--- src/shared/seq_defs.vh ---
// Timing constants and output reset levels for the power and reset
// sequencer. Definitions only; included by the design files.
`ifndef SEQ_DEFS_VH
`define SEQ_DEFS_VH

// Sequencer clock rate in kHz, which is also the number of cycles per ms
`define SEQ_CLK_KHZ          250000
// Cycles in one millisecond, derived from the clock rate
`define SEQ_CLKS_PER_MS      (`SEQ_CLK_KHZ * 1)
// Width of the millisecond prescaler
`define SEQ_PRESCALE_W       18
// Width of the millisecond counter
`define SEQ_MS_W             4

// Intervals in milliseconds
`define SEQ_T_AUX_MS         4'hA
`define SEQ_T_STEP_MS        4'h5
`define SEQ_T_GPIO_MS        4'h1

// Reset levels of the outputs: every rail off, everything locked low
`define SEQ_RST_RAIL_EN      1'b0
`define SEQ_RST_RESET_N      1'b0
`define SEQ_RST_UNLOCK       1'b0
`define SEQ_RST_BOOT_OE_N    1'b0

`endif

--- src/rtl/ms_delay.v ---
// Millisecond delay counter for the sequencer.
// Assumes one clock domain and a restart that the owner raises whenever
// the interval must start over.
`timescale 1ns/1ns
`include "seq_defs.vh"
module ms_delay #(
  parameter CLKS_PER_MS = `SEQ_CLKS_PER_MS,
  parameter PRESCALE_W  = `SEQ_PRESCALE_W,
  parameter MS_W        = `SEQ_MS_W
) (
  input  wire            sys_clk_i,
  input  wire            rst_n_i,
  input  wire            restart_i,
  input  wire [MS_W-1:0] target_i,
  output wire            done_o
);

  // Last prescaler count, cut to the prescaler width on purpose
  localparam integer          PRE_LAST_I = CLKS_PER_MS - 1;
  localparam [PRESCALE_W-1:0] PRE_LAST   = PRE_LAST_I[PRESCALE_W-1:0];
  localparam [MS_W-1:0]       MS_MAX   = {MS_W{1'b1}};

  reg [PRESCALE_W-1:0] pre_reg;
  reg [MS_W-1:0]       ms_reg;

  // Prescaler and ms count both clear on restart, so a full interval
  // always follows the restart; the count saturates rather than wraps
  always @(posedge sys_clk_i or negedge rst_n_i) begin
    if (!rst_n_i) begin
      pre_reg <= {PRESCALE_W{1'b0}};
      ms_reg  <= {MS_W{1'b0}};
    end else if (restart_i) begin
      pre_reg <= {PRESCALE_W{1'b0}};
      ms_reg  <= {MS_W{1'b0}};
    end else if (pre_reg == PRE_LAST) begin
      pre_reg <= {PRESCALE_W{1'b0}};
      if (ms_reg != MS_MAX)
        ms_reg <= ms_reg + {{(MS_W-1){1'b0}}, 1'b1};
    end else begin
      pre_reg <= pre_reg + {{(PRESCALE_W-1){1'b0}}, 1'b1};
    end
  end

  assign done_o = (ms_reg >= target_i);

endmodule // ms_delay

--- src/rtl/power_reset_seq.v ---
// Board power and reset sequencer: rail enables, clock generator
// power-down pins, processor resets and boot configuration pins.
// Assumes all inputs are synchronous to sys_clk_i and the power-good
// inputs are high while their rail is valid.
`timescale 1ns/1ns
`include "seq_defs.vh"

// Overview of operation
// After payload and auxiliary power arrive, all processor outputs stay low.
// 5 V and 2.5 V rails enable after 3.3 V aux stable 10 ms.
// Adaptive core rail enables after 5 V and 2.5 V stable 5 ms.
// Fixed 1.0 V core rail enables 5 ms after adaptive core enable.
// 1.8 V I/O rail enables after fixed core rail stable 5 ms.
// After 1.8 V stable 5 ms, unlock 1.8 V outputs, start clock gens.
// 1.5 V memory rail enables 5 ms after clock generators start.
// 0.75 V termination rail enables after 1.5 V stable 5 ms.
// Warm reset releases after 0.75 V stable and PLLs locked 5 ms.
// Boot configuration drives onto GPIO from warm reset release onward.
// Power-on reset releases 5 ms after warm reset release.
// Full reset releases 5 ms after power-on reset release.
// Boot GPIO pins are released 1 ms after full reset release.
// Power failure or payload loss asserts full and power-on reset at once.
// 5 ms later, lock 1.8 V outputs and power down clock generators.
// Finally all main rails switch off together, 5 V excepted.
// Four user LEDs and one user switch are passed to and from software.
// System power good only when every monitored rail is good.
// Stable means power good held; interval restarts when it drops.
module power_reset_seq #(
  parameter CLKS_PER_MS = `SEQ_CLKS_PER_MS,
  parameter BOOT_W      = 16
) (
  input  wire              sys_clk_i,
  input  wire              rst_n_i,
  input  wire              payload_power_i,
  input  wire              power_fail_i,
  input  wire              aux_3v3_rail_pg_i,
  input  wire              rail_5v_pg_i,
  input  wire              rail_2v5_pg_i,
  input  wire              adaptive_core_rail_pg_i,
  input  wire              fixed_core_rail_pg_i,
  input  wire              io_1v8_rail_pg_i,
  input  wire              memory_1v5_rail_pg_i,
  input  wire              termination_rail_pg_i,
  input  wire              clkgen_pll_locked_i,
  input  wire [BOOT_W-1:0] boot_cfg_i,
  input  wire [3:0]        user_led_i,
  input  wire              user_switch_i,
  output reg               rail_5v_en_o,
  output reg               rail_2v5_en_o,
  output reg               adaptive_core_rail_en_o,
  output reg               fixed_core_rail_en_o,
  output reg               io_1v8_rail_en_o,
  output reg               memory_1v5_rail_en_o,
  output reg               termination_rail_en_o,
  output reg               outputs_1v8_unlocked_o,
  output reg               clkgen_powerdown_n_o,
  output reg               warm_reset_n_o,
  output reg               power_on_reset_n_o,
  output reg               full_reset_n_o,
  output reg               nmi_n_o,
  output reg [BOOT_W-1:0]  boot_cfg_o,
  output reg               boot_cfg_oe_n_o,
  output reg               system_power_good_o,
  output reg [3:0]         user_led_o,
  output reg               user_switch_o
);

  // State bit positions, in sequence order so ranges decode outputs
  localparam integer I_IDLE  = 0;
  localparam integer I_AUX   = 1;
  localparam integer I_R5V   = 2;
  localparam integer I_ACORE = 3;
  localparam integer I_FCORE = 4;
  localparam integer I_IO    = 5;
  localparam integer I_CLK   = 6;
  localparam integer I_MEM   = 7;
  localparam integer I_TERM  = 8;
  localparam integer I_WARM  = 9;
  localparam integer I_POR   = 10;
  localparam integer I_FULL  = 11;
  localparam integer I_RUN   = 12;
  localparam integer I_PDRST = 13;
  localparam integer I_PDCLK = 14;
  localparam integer I_PDOFF = 15;

  localparam [15:0] S_IDLE  = 16'h0001;
  localparam [15:0] S_AUX   = 16'h0002;
  localparam [15:0] S_R5V   = 16'h0004;
  localparam [15:0] S_ACORE = 16'h0008;
  localparam [15:0] S_FCORE = 16'h0010;
  localparam [15:0] S_IO    = 16'h0020;
  localparam [15:0] S_CLK   = 16'h0040;
  localparam [15:0] S_MEM   = 16'h0080;
  localparam [15:0] S_TERM  = 16'h0100;
  localparam [15:0] S_WARM  = 16'h0200;
  localparam [15:0] S_POR   = 16'h0400;
  localparam [15:0] S_FULL  = 16'h0800;
  localparam [15:0] S_RUN   = 16'h1000;
  localparam [15:0] S_PDRST = 16'h2000;
  localparam [15:0] S_PDCLK = 16'h4000;
  localparam [15:0] S_PDOFF = 16'h8000;

  // Sequence state and the wait that the delay counter is timing
  reg  [15:0]          state_reg;
  reg  [15:0]          state_next;
  reg                  watch_pg;
  reg  [`SEQ_MS_W-1:0] target;
  wire                 delay_done;
  wire                 fail;
  wire                 restart;
  wire                 sys_pg_next;

  // Payload loss counts as a failure just like the explicit fault input
  assign fail = power_fail_i | ~payload_power_i;

  // Interval restarts on every step and whenever the watched rail drops
  assign restart = (state_next != state_reg) | ~watch_pg;

  ms_delay #(
    .CLKS_PER_MS (CLKS_PER_MS),
    .PRESCALE_W  (`SEQ_PRESCALE_W),
    .MS_W        (`SEQ_MS_W)
  ) u_delay (
    .sys_clk_i (sys_clk_i),
    .rst_n_i   (rst_n_i),
    .restart_i (restart),
    .target_i  (target),
    .done_o    (delay_done)
  );

  // Rail whose power good must hold, and the length of each wait
  always @* begin
    watch_pg = 1'b1;
    target   = `SEQ_T_STEP_MS;
    case (state_reg)
      S_AUX: begin
        watch_pg = aux_3v3_rail_pg_i;
        target   = `SEQ_T_AUX_MS;
      end
      S_R5V:   watch_pg = rail_5v_pg_i & rail_2v5_pg_i;
      S_FCORE: watch_pg = fixed_core_rail_pg_i;
      S_IO:    watch_pg = io_1v8_rail_pg_i;
      S_MEM:   watch_pg = memory_1v5_rail_pg_i;
      S_TERM:  watch_pg = termination_rail_pg_i & clkgen_pll_locked_i;
      S_FULL:  target   = `SEQ_T_GPIO_MS;
      default: watch_pg = 1'b1;
    endcase
  end

  // Step order; a failure anywhere in the powered sequence aborts it
  always @* begin
    state_next = state_reg;
    case (state_reg)
      S_IDLE: begin
        // Start only with payload present and the aux 3.3 V rail good
        if (!fail && aux_3v3_rail_pg_i)
          state_next = S_AUX;
      end
      S_AUX: begin
        // Aux rail must have held good for the whole 10 ms
        if (delay_done)
          state_next = S_R5V;
      end
      S_R5V: begin
        // Both 5 V and 2.5 V good for 5 ms before the core rail
        if (delay_done)
          state_next = S_ACORE;
      end
      S_ACORE: begin
        // Plain 5 ms from the enable; no power good is watched here
        if (delay_done)
          state_next = S_FCORE;
      end
      S_FCORE: begin
        // Fixed core good for 5 ms before the I/O rail
        if (delay_done)
          state_next = S_IO;
      end
      S_IO: begin
        // I/O rail good for 5 ms before unlocking and clock start
        if (delay_done)
          state_next = S_CLK;
      end
      S_CLK: begin
        // Clock generators get 5 ms to settle before memory power
        if (delay_done)
          state_next = S_MEM;
      end
      S_MEM: begin
        // Memory rail good for 5 ms before termination
        if (delay_done)
          state_next = S_TERM;
      end
      S_TERM: begin
        // Termination good and PLLs locked together for 5 ms
        if (delay_done)
          state_next = S_WARM;
      end
      S_WARM: begin
        // Warm reset released; power-on reset follows after 5 ms
        if (delay_done)
          state_next = S_POR;
      end
      S_POR: begin
        // Power-on reset released; full reset follows after 5 ms
        if (delay_done)
          state_next = S_FULL;
      end
      S_FULL: begin
        // Boot pins stay driven for 1 ms after the full reset release
        if (delay_done)
          state_next = S_RUN;
      end
      // Running; only a failure leaves this state
      S_RUN:   state_next = S_RUN;
      S_PDRST: begin
        // Resets held 5 ms before the clocks are stopped
        if (delay_done)
          state_next = S_PDCLK;
      end
      // Rails drop one cycle after the clocks stop
      S_PDCLK: state_next = S_PDOFF;
      S_PDOFF: begin
        // Stay down until the failure has gone, then start over
        if (!fail)
          state_next = S_IDLE;
      end
      // Unreachable codes fall back to idle with everything off
      default: state_next = S_IDLE;
    endcase
    // Failure overrides any step of the powered sequence
    if (fail && (|state_reg[I_RUN:I_AUX]))
      state_next = S_PDRST;
  end

  // State register; reset lands in idle with every rail off
  always @(posedge sys_clk_i or negedge rst_n_i) begin
    if (!rst_n_i)
      state_reg <= S_IDLE;
    else
      state_reg <= state_next;
  end

  // Aux 3.3 V counts as monitored; the output lags by one flop
  assign sys_pg_next = aux_3v3_rail_pg_i & rail_5v_pg_i & rail_2v5_pg_i &
                       adaptive_core_rail_pg_i & fixed_core_rail_pg_i &
                       io_1v8_rail_pg_i & memory_1v5_rail_pg_i &
                       termination_rail_pg_i;

  // Outputs decode from the next state so they change with the state
  // register; every one is a flop, so the pins never glitch on decode
  always @(posedge sys_clk_i or negedge rst_n_i) begin
    if (!rst_n_i) begin
      rail_5v_en_o            <= `SEQ_RST_RAIL_EN;
      rail_2v5_en_o           <= `SEQ_RST_RAIL_EN;
      adaptive_core_rail_en_o <= `SEQ_RST_RAIL_EN;
      fixed_core_rail_en_o    <= `SEQ_RST_RAIL_EN;
      io_1v8_rail_en_o        <= `SEQ_RST_RAIL_EN;
      memory_1v5_rail_en_o    <= `SEQ_RST_RAIL_EN;
      termination_rail_en_o   <= `SEQ_RST_RAIL_EN;
      outputs_1v8_unlocked_o  <= `SEQ_RST_UNLOCK;
      clkgen_powerdown_n_o    <= `SEQ_RST_RESET_N;
      warm_reset_n_o          <= `SEQ_RST_RESET_N;
      power_on_reset_n_o      <= `SEQ_RST_RESET_N;
      full_reset_n_o          <= `SEQ_RST_RESET_N;
      nmi_n_o                 <= `SEQ_RST_RESET_N;
      boot_cfg_o              <= {BOOT_W{1'b0}};
      boot_cfg_oe_n_o         <= `SEQ_RST_BOOT_OE_N;
      system_power_good_o     <= 1'b0;
      user_led_o              <= 4'h0;
      user_switch_o           <= 1'b0;
    end else begin
      // 5 V stays up through power-down; it drops only back in idle
      rail_5v_en_o            <= |state_next[I_PDOFF:I_R5V];
      rail_2v5_en_o           <= |state_next[I_PDCLK:I_R5V];
      adaptive_core_rail_en_o <= |state_next[I_PDCLK:I_ACORE];
      fixed_core_rail_en_o    <= |state_next[I_PDCLK:I_FCORE];
      io_1v8_rail_en_o        <= |state_next[I_PDCLK:I_IO];
      memory_1v5_rail_en_o    <= |state_next[I_PDCLK:I_MEM];
      termination_rail_en_o   <= |state_next[I_PDCLK:I_TERM];
      // Locked outputs sit at ground until unlocked
      outputs_1v8_unlocked_o  <= |state_next[I_PDRST:I_CLK];
      clkgen_powerdown_n_o    <= |state_next[I_PDRST:I_CLK];
      warm_reset_n_o          <= |state_next[I_PDRST:I_WARM];
      nmi_n_o                 <= |state_next[I_PDRST:I_WARM];
      power_on_reset_n_o      <= |state_next[I_RUN:I_POR];
      full_reset_n_o          <= |state_next[I_RUN:I_FULL];
      // Boot pins: held low while locked, driven with the configuration
      // from warm release until released, floating otherwise
      if (|state_next[I_FULL:I_WARM])
        boot_cfg_o <= boot_cfg_i;
      else
        boot_cfg_o <= {BOOT_W{1'b0}};
      boot_cfg_oe_n_o <= ~(|state_next[I_IO:I_IDLE] |
                           |state_next[I_FULL:I_WARM] |
                           |state_next[I_PDOFF:I_PDCLK]);
      system_power_good_o <= sys_pg_next;
      user_led_o          <= user_led_i;
      user_switch_o       <= user_switch_i;
    end
  end

endmodule // power_reset_seq

--- config.mk ---
export PLATFORM = sky130hd
export DESIGN_NAME = power_reset_seq
export DESIGN_NICKNAME = d
export VERILOG_FILES = /design/src/rtl/ms_delay.v /design/src/rtl/power_reset_seq.v
export VERILOG_INCLUDE_DIRS = /design/src /design/src/shared
export SDC_FILE = /design/constraint.sdc
export NUM_CORES = 1
export LEC_CHECK = 0
export BUFFER_PORTS_ARGS = -buffer_cell sky130_fd_sc_hd__clkbuf_2
export CAP_MARGIN = 10
export CORE_ASPECT_RATIO = 0.5
export CORE_MARGIN = 2
export CORE_UTILIZATION = 53
export CTS_BUF_LIST = sky130_fd_sc_hd__clkbuf_16
export CTS_CLUSTER_DIAMETER = 150
export DETAILED_ROUTE_END_ITERATION = 8
export PLACE_DENSITY_LB_ADDON = 0.2
export RECOVER_POWER = 50
export REMOVE_ABC_BUFFERS = 1
export SKIP_LAST_GASP = 1
export SLEW_MARGIN = 40
export SYNTH_ARGS = -nofsm -noshare
export SYNTH_HDL_FRONTEND = slang
export SYNTH_SLANG_ARGS = --single-unit
--- constraint.sdc ---
create_clock -name sys_clk_i -period 6.3 [get_ports sys_clk_i]
set_clock_uncertainty 0.2 [all_clocks]
set_input_delay 0.63 -clock sys_clk_i [delete_from_list [all_inputs] [get_ports sys_clk_i]]
set_output_delay 0.63 -clock sys_clk_i [all_outputs]
set_load 0.01 [all_outputs]
==> results of run 1 <==
## per-layer routing
layer | up-vias | global-route usage [%] | share of wire, %
met5 | - | 0 | 0
met4 | 0 | 8.06 | 2.2
met3 | 28 | 7.33 | 8.9
met2 | 159 | 39.3 | 44
met1 | 1702 | 31.5 | 44
li1 | 1741 | - | -
## logic make-up (layout without fill, tap and decap cells)
kind of cell / after synthesis / count (layout) / synth area share [%]
adders and majority gates: 6 / 6 / 1.71
muxes: 4 / 4 / 0.912
AOI/OAI and AO/OA: 79 / 79 / 12.8
buffers and inverters: 43 / 101 / 5.70
and+or+nand+nor: 220 / 220 / 32.4
xor gates and xnor gates: 27 / 27 / 5.39
DFF: 72 / 72 / 41.1
## worst max path at each step
stage                 start                 end  slack [ns]  cells past startpoint
4_1_cts        state_reg[5]  u_delay.pre_reg[4]        0.81                     13
3_5_place_dp   state_reg[5]  u_delay.pre_reg[4]        0.83                     13
5_1_grt        state_reg[5]  u_delay.pre_reg[4]        0.34                     13
6_report       state_reg[5]  u_delay.pre_reg[4]        0.70                     13
2_1_floorplan  state_reg[5]  u_delay.pre_reg[4]        1.29                     13
3_3_place_gp   state_reg[5]  u_delay.pre_reg[4]        0.78                     13
## area by class of cell
| cell class | instances | share of cell area [%] |
|---|---|---|
| clock buffers | 9 | 4.49 |
| clock inverters | 7 | 2.02 |
| inverters | 12 | 0.899 |
| multi-input cells | 336 | 46.7 |
| flip-flops and latches | 72 | 36.0 |
| well taps | 112 | 2.80 |
| repair buffers | 73 | 7.14 |
## worst max-delay path: stages, from the launching register on
cell and delay (ns):
sky130_fd_sc_hd__dfrtp_1 0.56, sky130_fd_sc_hd__or4_4 0.71, sky130_fd_sc_hd__nor2_1 0.38, sky130_fd_sc_hd__nand3_1 0.27, sky130_fd_sc_hd__ha_1 0.33, sky130_fd_sc_hd__nand2b_1 0.15, sky130_fd_sc_hd__a2111oi_2 0.67, sky130_fd_sc_hd__or2_2 0.50
sky130_fd_sc_hd__a21oi_1 0.15, sky130_fd_sc_hd__a211oi_1 0.41, sky130_fd_sc_hd__xnor2_1 0.18, sky130_fd_sc_hd__o2111ai_1 0.13, sky130_fd_sc_hd__or3_4 0.61, sky130_fd_sc_hd__nor3b_2 0.25
## per-stage QoR
stage / cell area (µm²) / hold WS (ns) / setup slack [ns] / std cells / util [%]
after floorplan: 4180 / 0.134 / 1.29 / 420 / -
after global placement: 4700 / 0.290 / 0.785 / 605 / 58.5
after detailed placement: 4710 / 0.296 / 0.829 / 605 / 58.7
after CTS: 5040 / 0.130 / 0.812 / 621 / 62.7
after global routing: 5010 / 0.188 / 0.343 / 621 / 62.4
final: 5010 / 0.198 / 0.698 / 621 / 62.4
## report_power, final
part           leakage, nW  switching [mW]  internal, mW  total, mW
sequential           0.986          0.0307         0.491      0.522
combinational         1.13           0.313         0.139      0.452
clock                0.158           0.210         0.351      0.562
## cell usage in the layout, fill, tap and decap left out, types with 4 or more instances in the layout
cell | netlist | routed
sky130_fd_sc_hd__dfrtp_1 | 71 | 71
sky130_fd_sc_hd__clkbuf_2 | 0 | 55
sky130_fd_sc_hd__nand2_1 | 36 | 36
sky130_fd_sc_hd__nor2_1 | 30 | 30
sky130_fd_sc_hd__nor2_4 | 20 | 20
sky130_fd_sc_hd__and2_1 | 19 | 19
sky130_fd_sc_hd__nand3_1 | 17 | 17
sky130_fd_sc_hd__o21ai_0 | 16 | 16
sky130_fd_sc_hd__a21oi_1 | 16 | 16
sky130_fd_sc_hd__xnor2_1 | 16 | 16
sky130_fd_sc_hd__nor4_1 | 15 | 15
sky130_fd_sc_hd__clkbuf_1 | 12 | 14
sky130_fd_sc_hd__inv_1 | 12 | 12
sky130_fd_sc_hd__xor2_1 | 11 | 11
sky130_fd_sc_hd__nand4_1 | 10 | 10
sky130_fd_sc_hd__nand2b_1 | 10 | 10
sky130_fd_sc_hd__nor3_1 | 9 | 9
sky130_fd_sc_hd__clkbuf_16 | 0 | 9
sky130_fd_sc_hd__and3_1 | 8 | 8
sky130_fd_sc_hd__nor4b_1 | 7 | 7
sky130_fd_sc_hd__ha_1 | 6 | 6
sky130_fd_sc_hd__a31oi_1 | 5 | 5
sky130_fd_sc_hd__o21a_1 | 4 | 4
sky130_fd_sc_hd__mux2i_1 | 4 | 4
sky130_fd_sc_hd__nand4b_1 | 4 | 4
sky130_fd_sc_hd__buf_4 | 2 | 4
==> load_flow_metrics.sql, run 1 <==
INSERT INTO impl_metrics (metric_group, metric, value, unit) VALUES
('worst_setup_path', 'r2r_setup_slack', '0.70', 'ns'),
('yosys', 'postSynth.topFlopCell', 'sky130_fd_sc_hd__dfrtp_1', ''),
('floorplanning', 'floorplan.initialDensity', '54.7', '%'),
('yosys', 'seq_cells_post_synth', '72', ''),
('run', 'max-cap-violations', '1', ''),
('final_layout', 'antennaDiodeCount', '0', ''),
('sta', 'f_max', '0.179', 'GHz'),
('sta', 'relSlewSlack', '-151', '%'),
('floorplanning', 'core_region_area', '0.00803', 'mm²'),
('worst_setup_path', 'r2r_start', 'state_reg[5]', ''),
('yosys', 'top_area_cell_type_share_of_the_netlist_area', '40.5', '%'),
('placed_design', 'placer_congestion_estimate', '1.03', ''),
('worst_setup_path', 'critical_path.max_fanout', '22', ''),
('sta', 'slew_viol_final', '73', ''),
('grt', 'pin_count_of_the_biggest_net_entering_global_routing', '73', ''),
('outcome', 'failing_checks', 'capacitance limit, slew limit', ''),
('clocking', 'clock_insertion_delay_at_the_later_pin_of_the_skew_report', '0.34', 'ns'),
('clocking', 'ctsResizeCount', '0', ''),
('grt', 'gr-usage-all-layers', '24.2', '%'),
('sta', 'timing_worst_slew_pin_value', '3.76', 'ns'),
('sta', 'final_hold_viol_count', '0', ''),
('min_path', 'timing.hold.worst_path_depth', '1', ''),
('detailed_routing', 'final_antenna_net_count', '0', ''),
('detailed_routing', 'detail_route.iter0.violations', '272', ''),
('final_layout', 'drive_above_1_share', '23.6', '%'),
('grt', 'grt_first_pass_wirelength', '16.8', 'mm'),
('min_path', 'worstHoldStart', 'user_led_i[3]', ''),
('grt', 'grt_pass1_vias', '3322', ''),
('clocking', 'cts_htree_levels', '3', ''),
('floorplanning', 'die_y', '68.3', 'µm'),
('sta', 'final_total_negative_setup_slack', '0', 'ns'),
('worst_setup_path', 'critical_path.reg2reg.endpoint', 'u_delay.pre_reg[4]', ''),
('detailed_routing', 'drt_pre_antenna_iters', '5', ''),
('worst_setup_path', 'worst_r2r_path_depth', '13', ''),
('min_path', 'class_of_the_tightest_hold_or_removal_check', 'in -> reg', ''),
('worst_setup_path', 'cp-end-kind', 'flop', ''),
('clocking', 'clockBufferDepth', '2', ''),
('sta', 'finalWorstPathRequiredPeriod', '5.60', 'ns'),
('yosys', 'yosys.cell_count.top_type', 'sky130_fd_sc_hd__dfrtp_1', ''),
('clocking', 'cts_post_setup_buffers_inserted', '0', ''),
('placed_design', 'detailedPlacementHpwl', '7.44', 'mm'),
('power_and_ir_drop', 'power.leakage', '2.28', 'nW'),
('sta', 'layout_worst_path_cycle_share', '88.9', '%'),
('worst_setup_path', 'critical_path_class', 'reg -> reg', ''),
('final_layout', 'multiInputGateArea', '0.00234', 'mm²'),
('detailed_routing', 'drc', '0', ''),
('final_layout', 'largest_reg_flops', '18', ''),
('min_path', 'worstHoldEndpoint', 'user_led_o[3]', ''),
('power_and_ir_drop', 'design_power_total', '1.54', 'mW'),
('worst_setup_path', 'worst_endpoint_data_arrival_time', '5.66', 'ns'),
('yosys', 'async_flop_share', '100', '%'),
('placed_design', 'port_buffers', '69', ''),
('detailed_routing', 'wl', '10.8', 'mm'),
('clocking', 'clk_root_buffer_cell', 'sky130_fd_sc_hd__clkbuf_16', ''),
('clocking', 'cts-buffers-inserted', '9', ''),
('clocking', 'worst_setup_hold_path_clk_slew', '0.06', 'ns'),
('clocking', 'tritoncts_clock_tree', 'yes', ''),
('final_layout', 'layout.area.seq', '0.00180', 'mm²'),
('final_layout', 'filler_cell_count', '693', ''),
('grt', 'total_gr_overflow', '0', ''),
('floorplanning', 'floorplan.die.width', '133', 'µm'),
('yosys', 'synth.top_cells.by_area', 'sky130_fd_sc_hd__dfrtp_1 40%, sky130_fd_sc_hd__nor2_4 5.1%, sky130_fd_sc_hd__xnor2_1 3.2%, sky130_fd_sc_hd__nand2_1 3.1%, sky130_fd_sc_hd__and2_1 2.7%', ''),
('sta', 'rsz0062_at_grt', 'false', ''),
('yosys', 'netlist-cell-type-count', '77', ''),
('detailed_routing', 'vias_per_cell', '5.85', ''),
('outcome', 'outcome', 'finished, violations left', ''),
('floorplanning', 'dieArea', '0.00907', 'mm²'),
('power_and_ir_drop', 'power_density', '306', 'mW/mm²'),
('yosys', 'synth_area', '0.00439', 'mm²'),
('yosys', 'netlist_instances', '451', ''),
('detailed_routing', 'routedWlPerCell', '17.3', 'µm');
No activity file was read; power rests on OpenSTA's default activity.
==> run 2: changes to the inputs <==
--- a/config.mk
+++ b/config.mk
@@ -18,7 +18,8 @@
 export RECOVER_POWER = 50
 export REMOVE_ABC_BUFFERS = 1
 export SKIP_LAST_GASP = 1
-export SLEW_MARGIN = 40
+export SLEW_MARGIN = 20
 export SYNTH_ARGS = -nofsm -noshare
 export SYNTH_HDL_FRONTEND = slang
+export SYNTH_HIERARCHICAL = 1
 export SYNTH_SLANG_ARGS = --single-unit
==> run 2 against run 1 <==
Compared with the run above:
- the flow still finishes with violations (capacitance limit, slew limit)
- worst setup slack got worse by 0.14 ns
- register-to-register slack got worse by 0.14 ns
- clock-buffer cell count unchanged
- die area shrank 3.5%
- wire length fell by 6.8%
- utilization grew 2.2 points
- design area down 3.2%
- largest cell class unchanged
==> load_flow_metrics.sql, run 2 <==
INSERT INTO impl_metrics (metric_group, metric, value, unit) VALUES
('outcome', 'outcome', 'finished, violations left', ''),
('outcome', 'failing_checks', 'capacitance limit, slew limit', ''),
('power_and_ir_drop', 'clock_power_share', '35.3', '%'),
('final_layout', 'nets_finish', '539', ''),
('power_and_ir_drop', 'power.share.combinational', '26.8', '%'),
('sta', 'f_max', '0.174', 'GHz'),
('grt', 'grt_pass1_vias', '3225', ''),
('yosys', 'seq_cells_post_synth', '72', ''),
('power_and_ir_drop', 'power.leakage', '2.28', 'nW'),
('final_layout', 'area.growth.synth_to_final', '14.8', '%'),
('sta', 'final_hold_viol_count', '0', ''),
('detailed_routing', 'detail_route.iter0.violations', '320', ''),
('placed_design', 'detailedPlacementHpwl', '7.21', 'mm'),
('sta', 'layout_worst_path_cycle_share', '91.2', '%'),
('worst_setup_path', 'startpoint_type_of_the_worst_setup_path', 'flop', ''),
('clocking', 'tritoncts_clock_tree', 'yes', ''),
('yosys', 'async_flop_share', '100', '%'),
('detailed_routing', 'wl', '10.0', 'mm'),
('floorplanning', 'dieArea', '0.00875', 'mm²'),
('detailed_routing', 'routedWlPerCell', '16.4', 'µm'),
('detailed_routing', 'drc', '0', ''),
('detailed_routing', 'vias_per_cell', '5.76', ''),
('final_layout', 'drive_above_1_share', '21.8', '%'),
('worst_setup_path', 'worstPathRequired', '6.36', 'ns'),
('worst_setup_path', 'cp_slowest_cell', 'sky130_fd_sc_hd__or4_1', ''),
('clocking', 'cts_htree_levels', '3', ''),
('power_and_ir_drop', 'worst_ir_drop_vdd', '0.144', 'mV'),
('yosys', 'netlist-cell-type-count', '73', ''),
('placed_design', 'placer_congestion_estimate', '0.936', ''),
('worst_setup_path', 'critical_path.max_fanout', '28', ''),
('power_and_ir_drop', 'power_frac_seq', '37.9', '%'),
('yosys', 'yosysTopAreaCell', 'sky130_fd_sc_hd__dfrtp_1', ''),
('power_and_ir_drop', 'power.share.switching', '35.2', '%'),
('worst_setup_path', 'worst_endpoint_data_arrival_time', '5.81', 'ns'),
('final_layout', 'filler_cell_count', '640', ''),
('placed_design', 'placed_cells_incl_taps', '596', ''),
('final_layout', 'largest_reg_flops', '18', ''),
('yosys', 'postSynth.topFlopCell', 'sky130_fd_sc_hd__dfrtp_1', ''),
('detailed_routing', 'dr_total_vias', '3523', ''),
('final_layout', 'antennaDiodeCount', '0', ''),
('run', 'max-cap-violations', '1', ''),
('yosys', 'yosys.cell_count.top_type', 'sky130_fd_sc_hd__dfrtp_1', ''),
('clocking', 'clockBufferDepth', '2', ''),
('yosys', 'yosysSeqAreaShare', '42.6', '%'),
('sta', 'finalWorstPathRequiredPeriod', '5.75', 'ns'),
('power_and_ir_drop', 'p_int', '894', 'µW'),
('grt', 'grt_first_pass_wirelength', '16.5', 'mm'),
('clocking', 'clk_root_buffer_cell', 'sky130_fd_sc_hd__clkbuf_16', ''),
('yosys', 'top_area_cell_type_share_of_the_netlist_area', '42.0', '%'),
('sta', 'timing_worst_slew_pin_value', '3.77', 'ns'),
('floorplanning', 'floorplan.io_pins', '70', ''),
('grt', 'pin_count_of_the_biggest_net_entering_global_routing', '73', ''),
('grt', 'gr-usage-all-layers', '24.8', '%'),
('final_layout', 'mostFrequentLayoutCells', '71 x sky130_fd_sc_hd__dfrtp_1, 55 x sky130_fd_sc_hd__clkbuf_2, 54 x sky130_fd_sc_hd__nor2_1', ''),
('worst_setup_path', 'r2r_setup_slack', '0.55', 'ns'),
('worst_setup_path', 'cp-end-kind', 'flop', ''),
('yosys', 'netlist_instances', '444', ''),
('clocking', 'cts_post_setup_buffers_inserted', '0', ''),
('sta', 'final_total_negative_setup_slack', '0', 'ns'),
('yosys', 'synth_warnings', '6', ''),
('min_path', 'class_of_the_tightest_hold_or_removal_check', 'in -> reg', ''),
('yosys', 'synth_enable_flop_cells', '0', ''),
('yosys', 'synthTopCellsByCount', '71 x sky130_fd_sc_hd__dfrtp_1, 54 x sky130_fd_sc_hd__nor2_1, 22 x sky130_fd_sc_hd__nor2b_1, 18 x sky130_fd_sc_hd__inv_1, 17 x sky130_fd_sc_hd__nand2_1', ''),
('worst_setup_path', 'critical_path_class', 'reg -> reg', ''),
('yosys', 'synth_area', '0.00423', 'mm²'),
('power_and_ir_drop', 'switching_power', '486', 'µW'),
('detailed_routing', 'final_antenna_net_count', '0', ''),
('clocking', 'cts.sinks', '72', ''),
('grt', 'total_gr_overflow', '0', ''),
('sta', 'rsz0062_at_grt', 'false', ''),
('floorplanning', 'floorplan.die.width', '130', 'µm'),
('placed_design', 'port_buffers', '69', ''),
('final_layout', 'most_common_library_cell_in_the_layout_ignoring_fill_and_taps', 'sky130_fd_sc_hd__dfrtp_1', ''),
('floorplanning', 'core_region_area', '0.00751', 'mm²'),
('sta', 'slew_viol_final', '73', ''),
('floorplanning', 'die_y', '67.2', 'µm'),
('sta', 'final-setup-viol-count', '0', ''),
('grt', 'antenna_found_initial', '0', ''),
('worst_setup_path', 'critical-path-max-stage-delay', '0.80', 'ns'),
('sta', 'relSlewSlack', '-151', '%'),
('floorplanning', 'num_rows', '22', ''),
('yosys', 'avgSynthCellArea', '9.52', 'µm²'),
('detailed_routing', 'drt_pre_antenna_iters', '5', ''),
('worst_setup_path', 'crit_path_cell_trace', 'or4_1, nor4_2, nor2_1, inv_1, ha_1, a21o_1, a21o_1, nor2_1, a22o_1, nand3_1, nor2_1, xnor2_1, o2111ai_1, nor4_1, or4b_1, a21o_1, a21oi_1', ''),
('final_layout', 'layout.cells.non_filler', '612', ''),
('floorplanning', 'floorplan.initialDensity', '56.3', '%'),
('clocking', 'worst_setup_hold_path_clk_slew', '0.06', 'ns'),
('yosys', 'synth.top_cells.by_area', 'sky130_fd_sc_hd__dfrtp_1 42%, sky130_fd_sc_hd__nor2_1 4.8%, sky130_fd_sc_hd__xnor2_1 3.3%, sky130_fd_sc_hd__nor2b_1 3.3%, sky130_fd_sc_hd__nor4_1 2.1%', ''),
('power_and_ir_drop', 'power_density', '284', 'mW/mm²'),
('clocking', 'cts-buffers-inserted', '9', ''),
('clocking', 'clock_insertion_delay_at_the_later_pin_of_the_skew_report', '0.34', 'ns');
## run 2: changes by cell type after synthesis, moves of 5 or more
cell	before	now
sky130_fd_sc_hd__nor2_4	20	1
sky130_fd_sc_hd__nor3_1	9	15
sky130_fd_sc_hd__inv_1	12	18
sky130_fd_sc_hd__nor2b_1	2	22
sky130_fd_sc_hd__a21o_1	0	5
sky130_fd_sc_hd__and2_1	19	5
sky130_fd_sc_hd__nand2_1	36	17
sky130_fd_sc_hd__or3_1	2	7
sky130_fd_sc_hd__nor2_1	30	54
## run 2: layer usage
metal	global-route usage, %	part of all wire, %	vias to the layer above
li1	-	-	1701
met1	34.8	46	1683
met5	0	0	-
met3	7.61	7.2	12
met2	38.2	46	127
met4	5.38	0.82	0
## run 2: power groups by stage
| stage | Sequential [mW] | Clock, mW | Combinational (mW) |
|---|---|---|---|
| detailed placement | 0.531 | 0 | 0.368 |
| finish | 0.524 | 0.487 | 0.370 |
| floorplan | 0.535 | 0 | 0.239 |
| global route | 0.528 | 0.524 | 0.409 |
| CTS | 0.523 | 0.495 | 0.369 |
| global placement | 0.530 | 0 | 0.364 |
## run 2: final cells by class
cell class	count	area, µm²	share of cell area, %
Inverter	18	67.6	1.39
Clock buffer	9	225	4.64
Multi-Input combinational cell	325	2200	45.4
Timing Repair Buffer	73	358	7.37
Clock inverter	7	61.3	1.26
Tap cell	108	135	2.78
Sequential cell	72	1800	37.1
## run 2: worst max-delay path: cells and delay by family, from the launching register on
kind,cells,cell delay [ns]
flops,1,0.57
simple gates,8,2.94
buf+inv,1,0.07
fa+ha+maj,1,0.23
xor+xnor,1,0.17
compound gates,6,1.49
## run 2: worst paths after layout
kind | startpoint | endpoint | depth (start not counted)
max | state_reg[5] | u_delay/pre_reg[17] | 17
min | user_led_i[1] | user_led_o[1] | 1
max reg2reg | state_reg[5] | u_delay/pre_reg[17] | 17
min reg2reg | u_delay/pre_reg[0] | u_delay/pre_reg[0] | 1
max in group asynchronous | rst_n_i | boot_cfg_o[8] | 1
min in group asynchronous | rst_n_i | state_reg[1] | 1
## run 2: cells by family after synthesis
logic type | after synthesis | synth area share (%)
muxes | 5 | 1.24
xor gates and xnor gates | 26 | 5.38
DFF | 72 | 42.6
adders and majority gates | 6 | 1.78
and+or+nand+nor | 210 | 30.5
buffers and inverters | 47 | 5.41
AOI/OAI and AO/OA | 78 | 13.0
## run 2: what timing repair did
item | in CTS | in global routing
gates resized for setup | 0 | 1
hold endpoints to repair | 0 | 0
hold buffers | 0 | 0
setup endpoints to repair | 0 | 2
## run 2: stage by stage
| step | hold slack, ns | util, % | power, mW | instance area [µm²] | setup WS [ns] |
|---|---|---|---|---|---|
| final | 0.197 | 64.6 | 1.38 | 4850 | 0.554 |
| after global routing | 0.191 | 64.6 | 1.46 | 4850 | 0.174 |
| after detailed placement | 0.316 | 61.0 | 0.899 | 4580 | 0.540 |
| after CTS | 0.193 | 64.8 | 1.39 | 4870 | 0.512 |
| after floorplan | 0.134 | - | 0.774 | 4070 | 1.39 |
| after global placement | 0.293 | 61.0 | 0.894 | 4580 | 0.738 |
==> run 3: changes to the inputs <==
--- a/config.mk
+++ b/config.mk
@@ -14,7 +14,7 @@
 export CTS_BUF_LIST = sky130_fd_sc_hd__clkbuf_16
 export CTS_CLUSTER_DIAMETER = 150
 export DETAILED_ROUTE_END_ITERATION = 8
-export PLACE_DENSITY_LB_ADDON = 0.2
+export PLACE_DENSITY = 0.84
 export RECOVER_POWER = 50
 export REMOVE_ABC_BUFFERS = 1
 export SKIP_LAST_GASP = 1
==> run 3 against run 2 <==
Compared with the run above:
- the flow still finishes with violations (capacitance limit, slew limit)
- combinational power rose by 1%
- power is 1.6% lower
- worst hold slack improved by 0.0024 ns
- maximum frequency down 1.9%
- die area is the same
- register-to-register slack got worse by 0.11 ns
- sequential share of layout area grew 0.12 points
- utilization down 0.20 points
- global-route usage grew 0.28 points
- via count rose by 3.8%
- sequential cell count stayed put
- critical path type unchanged
- largest cell class unchanged
==> load_flow_metrics.sql, run 3 (same netlist as run 2, synthesis figures left out) <==
INSERT INTO impl_metrics (metric_group, metric, value, unit) VALUES
('clocking', 'worst_setup_hold_path_clk_slew', '0.06', 'ns'),
('detailed_routing', 'vias_per_cell', '5.97', ''),
('final_layout', 'mostFrequentLayoutCells', '71 x sky130_fd_sc_hd__dfrtp_1, 55 x sky130_fd_sc_hd__clkbuf_2, 54 x sky130_fd_sc_hd__nor2_1', ''),
('worst_setup_path', 'critical_path.max_fanout', '28', ''),
('power_and_ir_drop', 'power.leakage', '2.28', 'nW'),
('grt', 'antenna_found_initial', '0', ''),
('floorplanning', 'dieArea', '0.00875', 'mm²'),
('sta', 'rsz0062_at_grt', 'false', ''),
('grt', 'grt_pass1_vias', '3485', ''),
('grt', 'pin_count_of_the_biggest_net_entering_global_routing', '73', ''),
('clocking', 'clock_insertion_delay_at_the_later_pin_of_the_skew_report', '0.33', 'ns'),
('sta', 'final-setup-viol-count', '0', ''),
('grt', 'total_gr_overflow', '0', ''),
('floorplanning', 'floorplan.die.width', '130', 'µm'),
('final_layout', 'drive_above_1_share', '21.6', '%'),
('final_layout', 'filler_cell_count', '600', ''),
('sta', 'relSlewSlack', '-150', '%'),
('sta', 'final_total_negative_setup_slack', '0', 'ns'),
('final_layout', 'largest_reg_flops', '18', ''),
('final_layout', 'antennaDiodeCount', '0', ''),
('detailed_routing', 'final_antenna_net_count', '0', ''),
('floorplanning', 'core_region_area', '0.00751', 'mm²'),
('grt', 'grt_first_pass_wirelength', '16.9', 'mm'),
('detailed_routing', 'drc', '0', ''),
('worst_setup_path', 'cp_slowest_cell', 'sky130_fd_sc_hd__or4_1', ''),
('placed_design', 'placer_congestion_estimate', '1.01', ''),
('final_layout', 'nets_finish', '540', ''),
('detailed_routing', 'detail_route.iter0.violations', '394', ''),
('worst_setup_path', 'critical_path_class', 'reg -> reg', ''),
('sta', 'final_hold_viol_count', '0', ''),
('outcome', 'outcome', 'finished, violations left', ''),
('clocking', 'cts-buffers-inserted', '9', ''),
('clocking', 'cts_post_setup_buffers_inserted', '0', ''),
('clocking', 'clk_root_buffer_cell', 'sky130_fd_sc_hd__clkbuf_16', ''),
('worst_setup_path', 'worst_endpoint_data_arrival_time', '5.91', 'ns'),
('sta', 'slew_viol_final', '73', ''),
('final_layout', 'area.growth.synth_to_final', '14.4', '%'),
('detailed_routing', 'dr_total_vias', '3658', ''),
('outcome', 'failing_checks', 'capacitance limit, slew limit', ''),
('final_layout', 'final_design_area_no_fill', '0.00484', 'mm²'),
('clocking', 'ctsResizeCount', '0', ''),
('sta', 'f_max', '0.171', 'GHz'),
('worst_setup_path', 'startpoint_type_of_the_worst_setup_path', 'flop', ''),
('detailed_routing', 'routedWlPerCell', '16.9', 'µm'),
('floorplanning', 'floorplan.io_pins', '70', ''),
('sta', 'layout_worst_path_cycle_share', '93.0', '%'),
('grt', 'gr-usage-all-layers', '25.1', '%'),
('floorplanning', 'num_rows', '22', ''),
('sta', 'layout_setup_ws', '0.441', 'ns'),
('clocking', 'clockBufferDepth', '2', ''),
('placed_design', 'port_buffers', '69', ''),
('placed_design', 'dp_slack', '0.633', 'ns'),
('clocking', 'cts_htree_levels', '3', ''),
('power_and_ir_drop', 'power_density', '281', 'mW/mm²'),
('run', 'max-cap-violations', '1', ''),
('placed_design', 'detailedPlacementHpwl', '7.20', 'mm'),
('clocking', 'cts_hold_repair.buffers', '0', ''),
('worst_setup_path', 'worstPathRequired', '6.35', 'ns'),
('sta', 'whs', '0.199', 'ns'),
('placed_design', 'detailed_place.area', '0.00459', 'mm²'),
('sta', 'finalWorstPathRequiredPeriod', '5.86', 'ns'),
('power_and_ir_drop', 'worst_ir_drop_vdd', '0.143', 'mV'),
('clocking', 'tritoncts_clock_tree', 'yes', ''),
('detailed_routing', 'wl', '10.3', 'mm'),
('detailed_routing', 'drt_pre_antenna_iters', '8', ''),
('final_layout', 'most_common_library_cell_in_the_layout_ignoring_fill_and_taps', 'sky130_fd_sc_hd__dfrtp_1', ''),
('worst_setup_path', 'critical-path-max-stage-delay', '0.81', 'ns'),
('min_path', 'class_of_the_tightest_hold_or_removal_check', 'in -> reg', ''),
('floorplanning', 'die_y', '67.2', 'µm'),
('worst_setup_path', 'cp-end-kind', 'flop', ''),
('floorplanning', 'floorplan.initialDensity', '56.3', '%'),
('clocking', 'cts.sinks', '72', ''),
('worst_setup_path', 'crit_path_cell_trace', 'or4_1, nor4_1, nor2_1, inv_1, ha_1, a21o_1, a21o_1, nor2_1, a22o_1, nand3_1, nor2_1, xnor2_1, o2111ai_1, nor4_1, or4b_1, a21o_1, a21oi_1', ''),
('sta', 'timing_worst_slew_pin_value', '3.74', 'ns');
[run 3: cell count changes in the layout (fill, tap and decap cells not counted)]
cell                         change
sky130_fd_sc_hd__clkinv_4        -1
sky130_fd_sc_hd__inv_8           -1
sky130_fd_sc_hd__nor4_2          -1
sky130_fd_sc_hd__buf_2           +1
sky130_fd_sc_hd__clkinvlp_4      -1
sky130_fd_sc_hd__clkinv_2        +2
sky130_fd_sc_hd__nor4_1          +1
sky130_fd_sc_hd__inv_1           +1
[run 3: power by group]
part	internal (mW)	switching, mW	leakage [nW]
Sequential	0.493	0.0308	0.986
Clock	0.267	0.194	0.137
Combinational	0.133	0.241	1.16
[run 3: cell type report]
class                           count  area, µm²  share of cell area [%]
Inverter                           18       67.6                    1.40
Clock inverter                      7       47.5                   0.983
Tap cell                          108        135                    2.79
Sequential cell                    72       1800                    37.3
Clock buffer                        9        225                    4.65
Multi-Input combinational cell    325       2200                    45.4
Timing Repair Buffer               74        363                    7.50
[run 3: worst max-delay path, delay by kind of cell (launching register included)]
kind                     cells  cell delay (ns)
AO/OA/AOI/OAI                6             1.48
XOR/XNOR                     1             0.16
adder cells (fa/ha/maj)      1             0.22
buffers and inverters        1             0.08
flip-flops                   1             0.57
AND/OR/NAND/NOR              8             3.04
[run 3: worst paths after layout]
path	depth (start not counted)	from	slack [ns]	end
min	1	user_led_i[1]	0.20	user_led_o[1]
max in group asynchronous	2	rst_n_i	2.30	state_reg[13]
min reg2reg	1	u_delay/pre_reg[0]	0.30	u_delay/pre_reg[0]
max reg2reg	17	state_reg[5]	0.44	u_delay/pre_reg[17]
min in group asynchronous	2	rst_n_i	1.47	user_led_o[3]
max	17	state_reg[5]	0.44	u_delay/pre_reg[17]
[run 3: layer usage]
layer	global-route usage (%)	part of all wire [%]	routed length, µm
met5	0	0	0
met4	8.74	2.1	212
met3	6.89	8.3	854
met2	40.5	47	4810
met1	33.1	43	4460
[run 3: metrics by stage]
step / power [mW] / cells / utilization (%)
after detailed placement: 0.897 / 597 / 61.0
after global routing: 1.43 / 613 / 64.4
after floorplan: 0.774 / 415 / -
after CTS: 1.36 / 613 / 64.7
after global placement: 0.893 / 597 / 61.0
final: 1.36 / 613 / 64.4
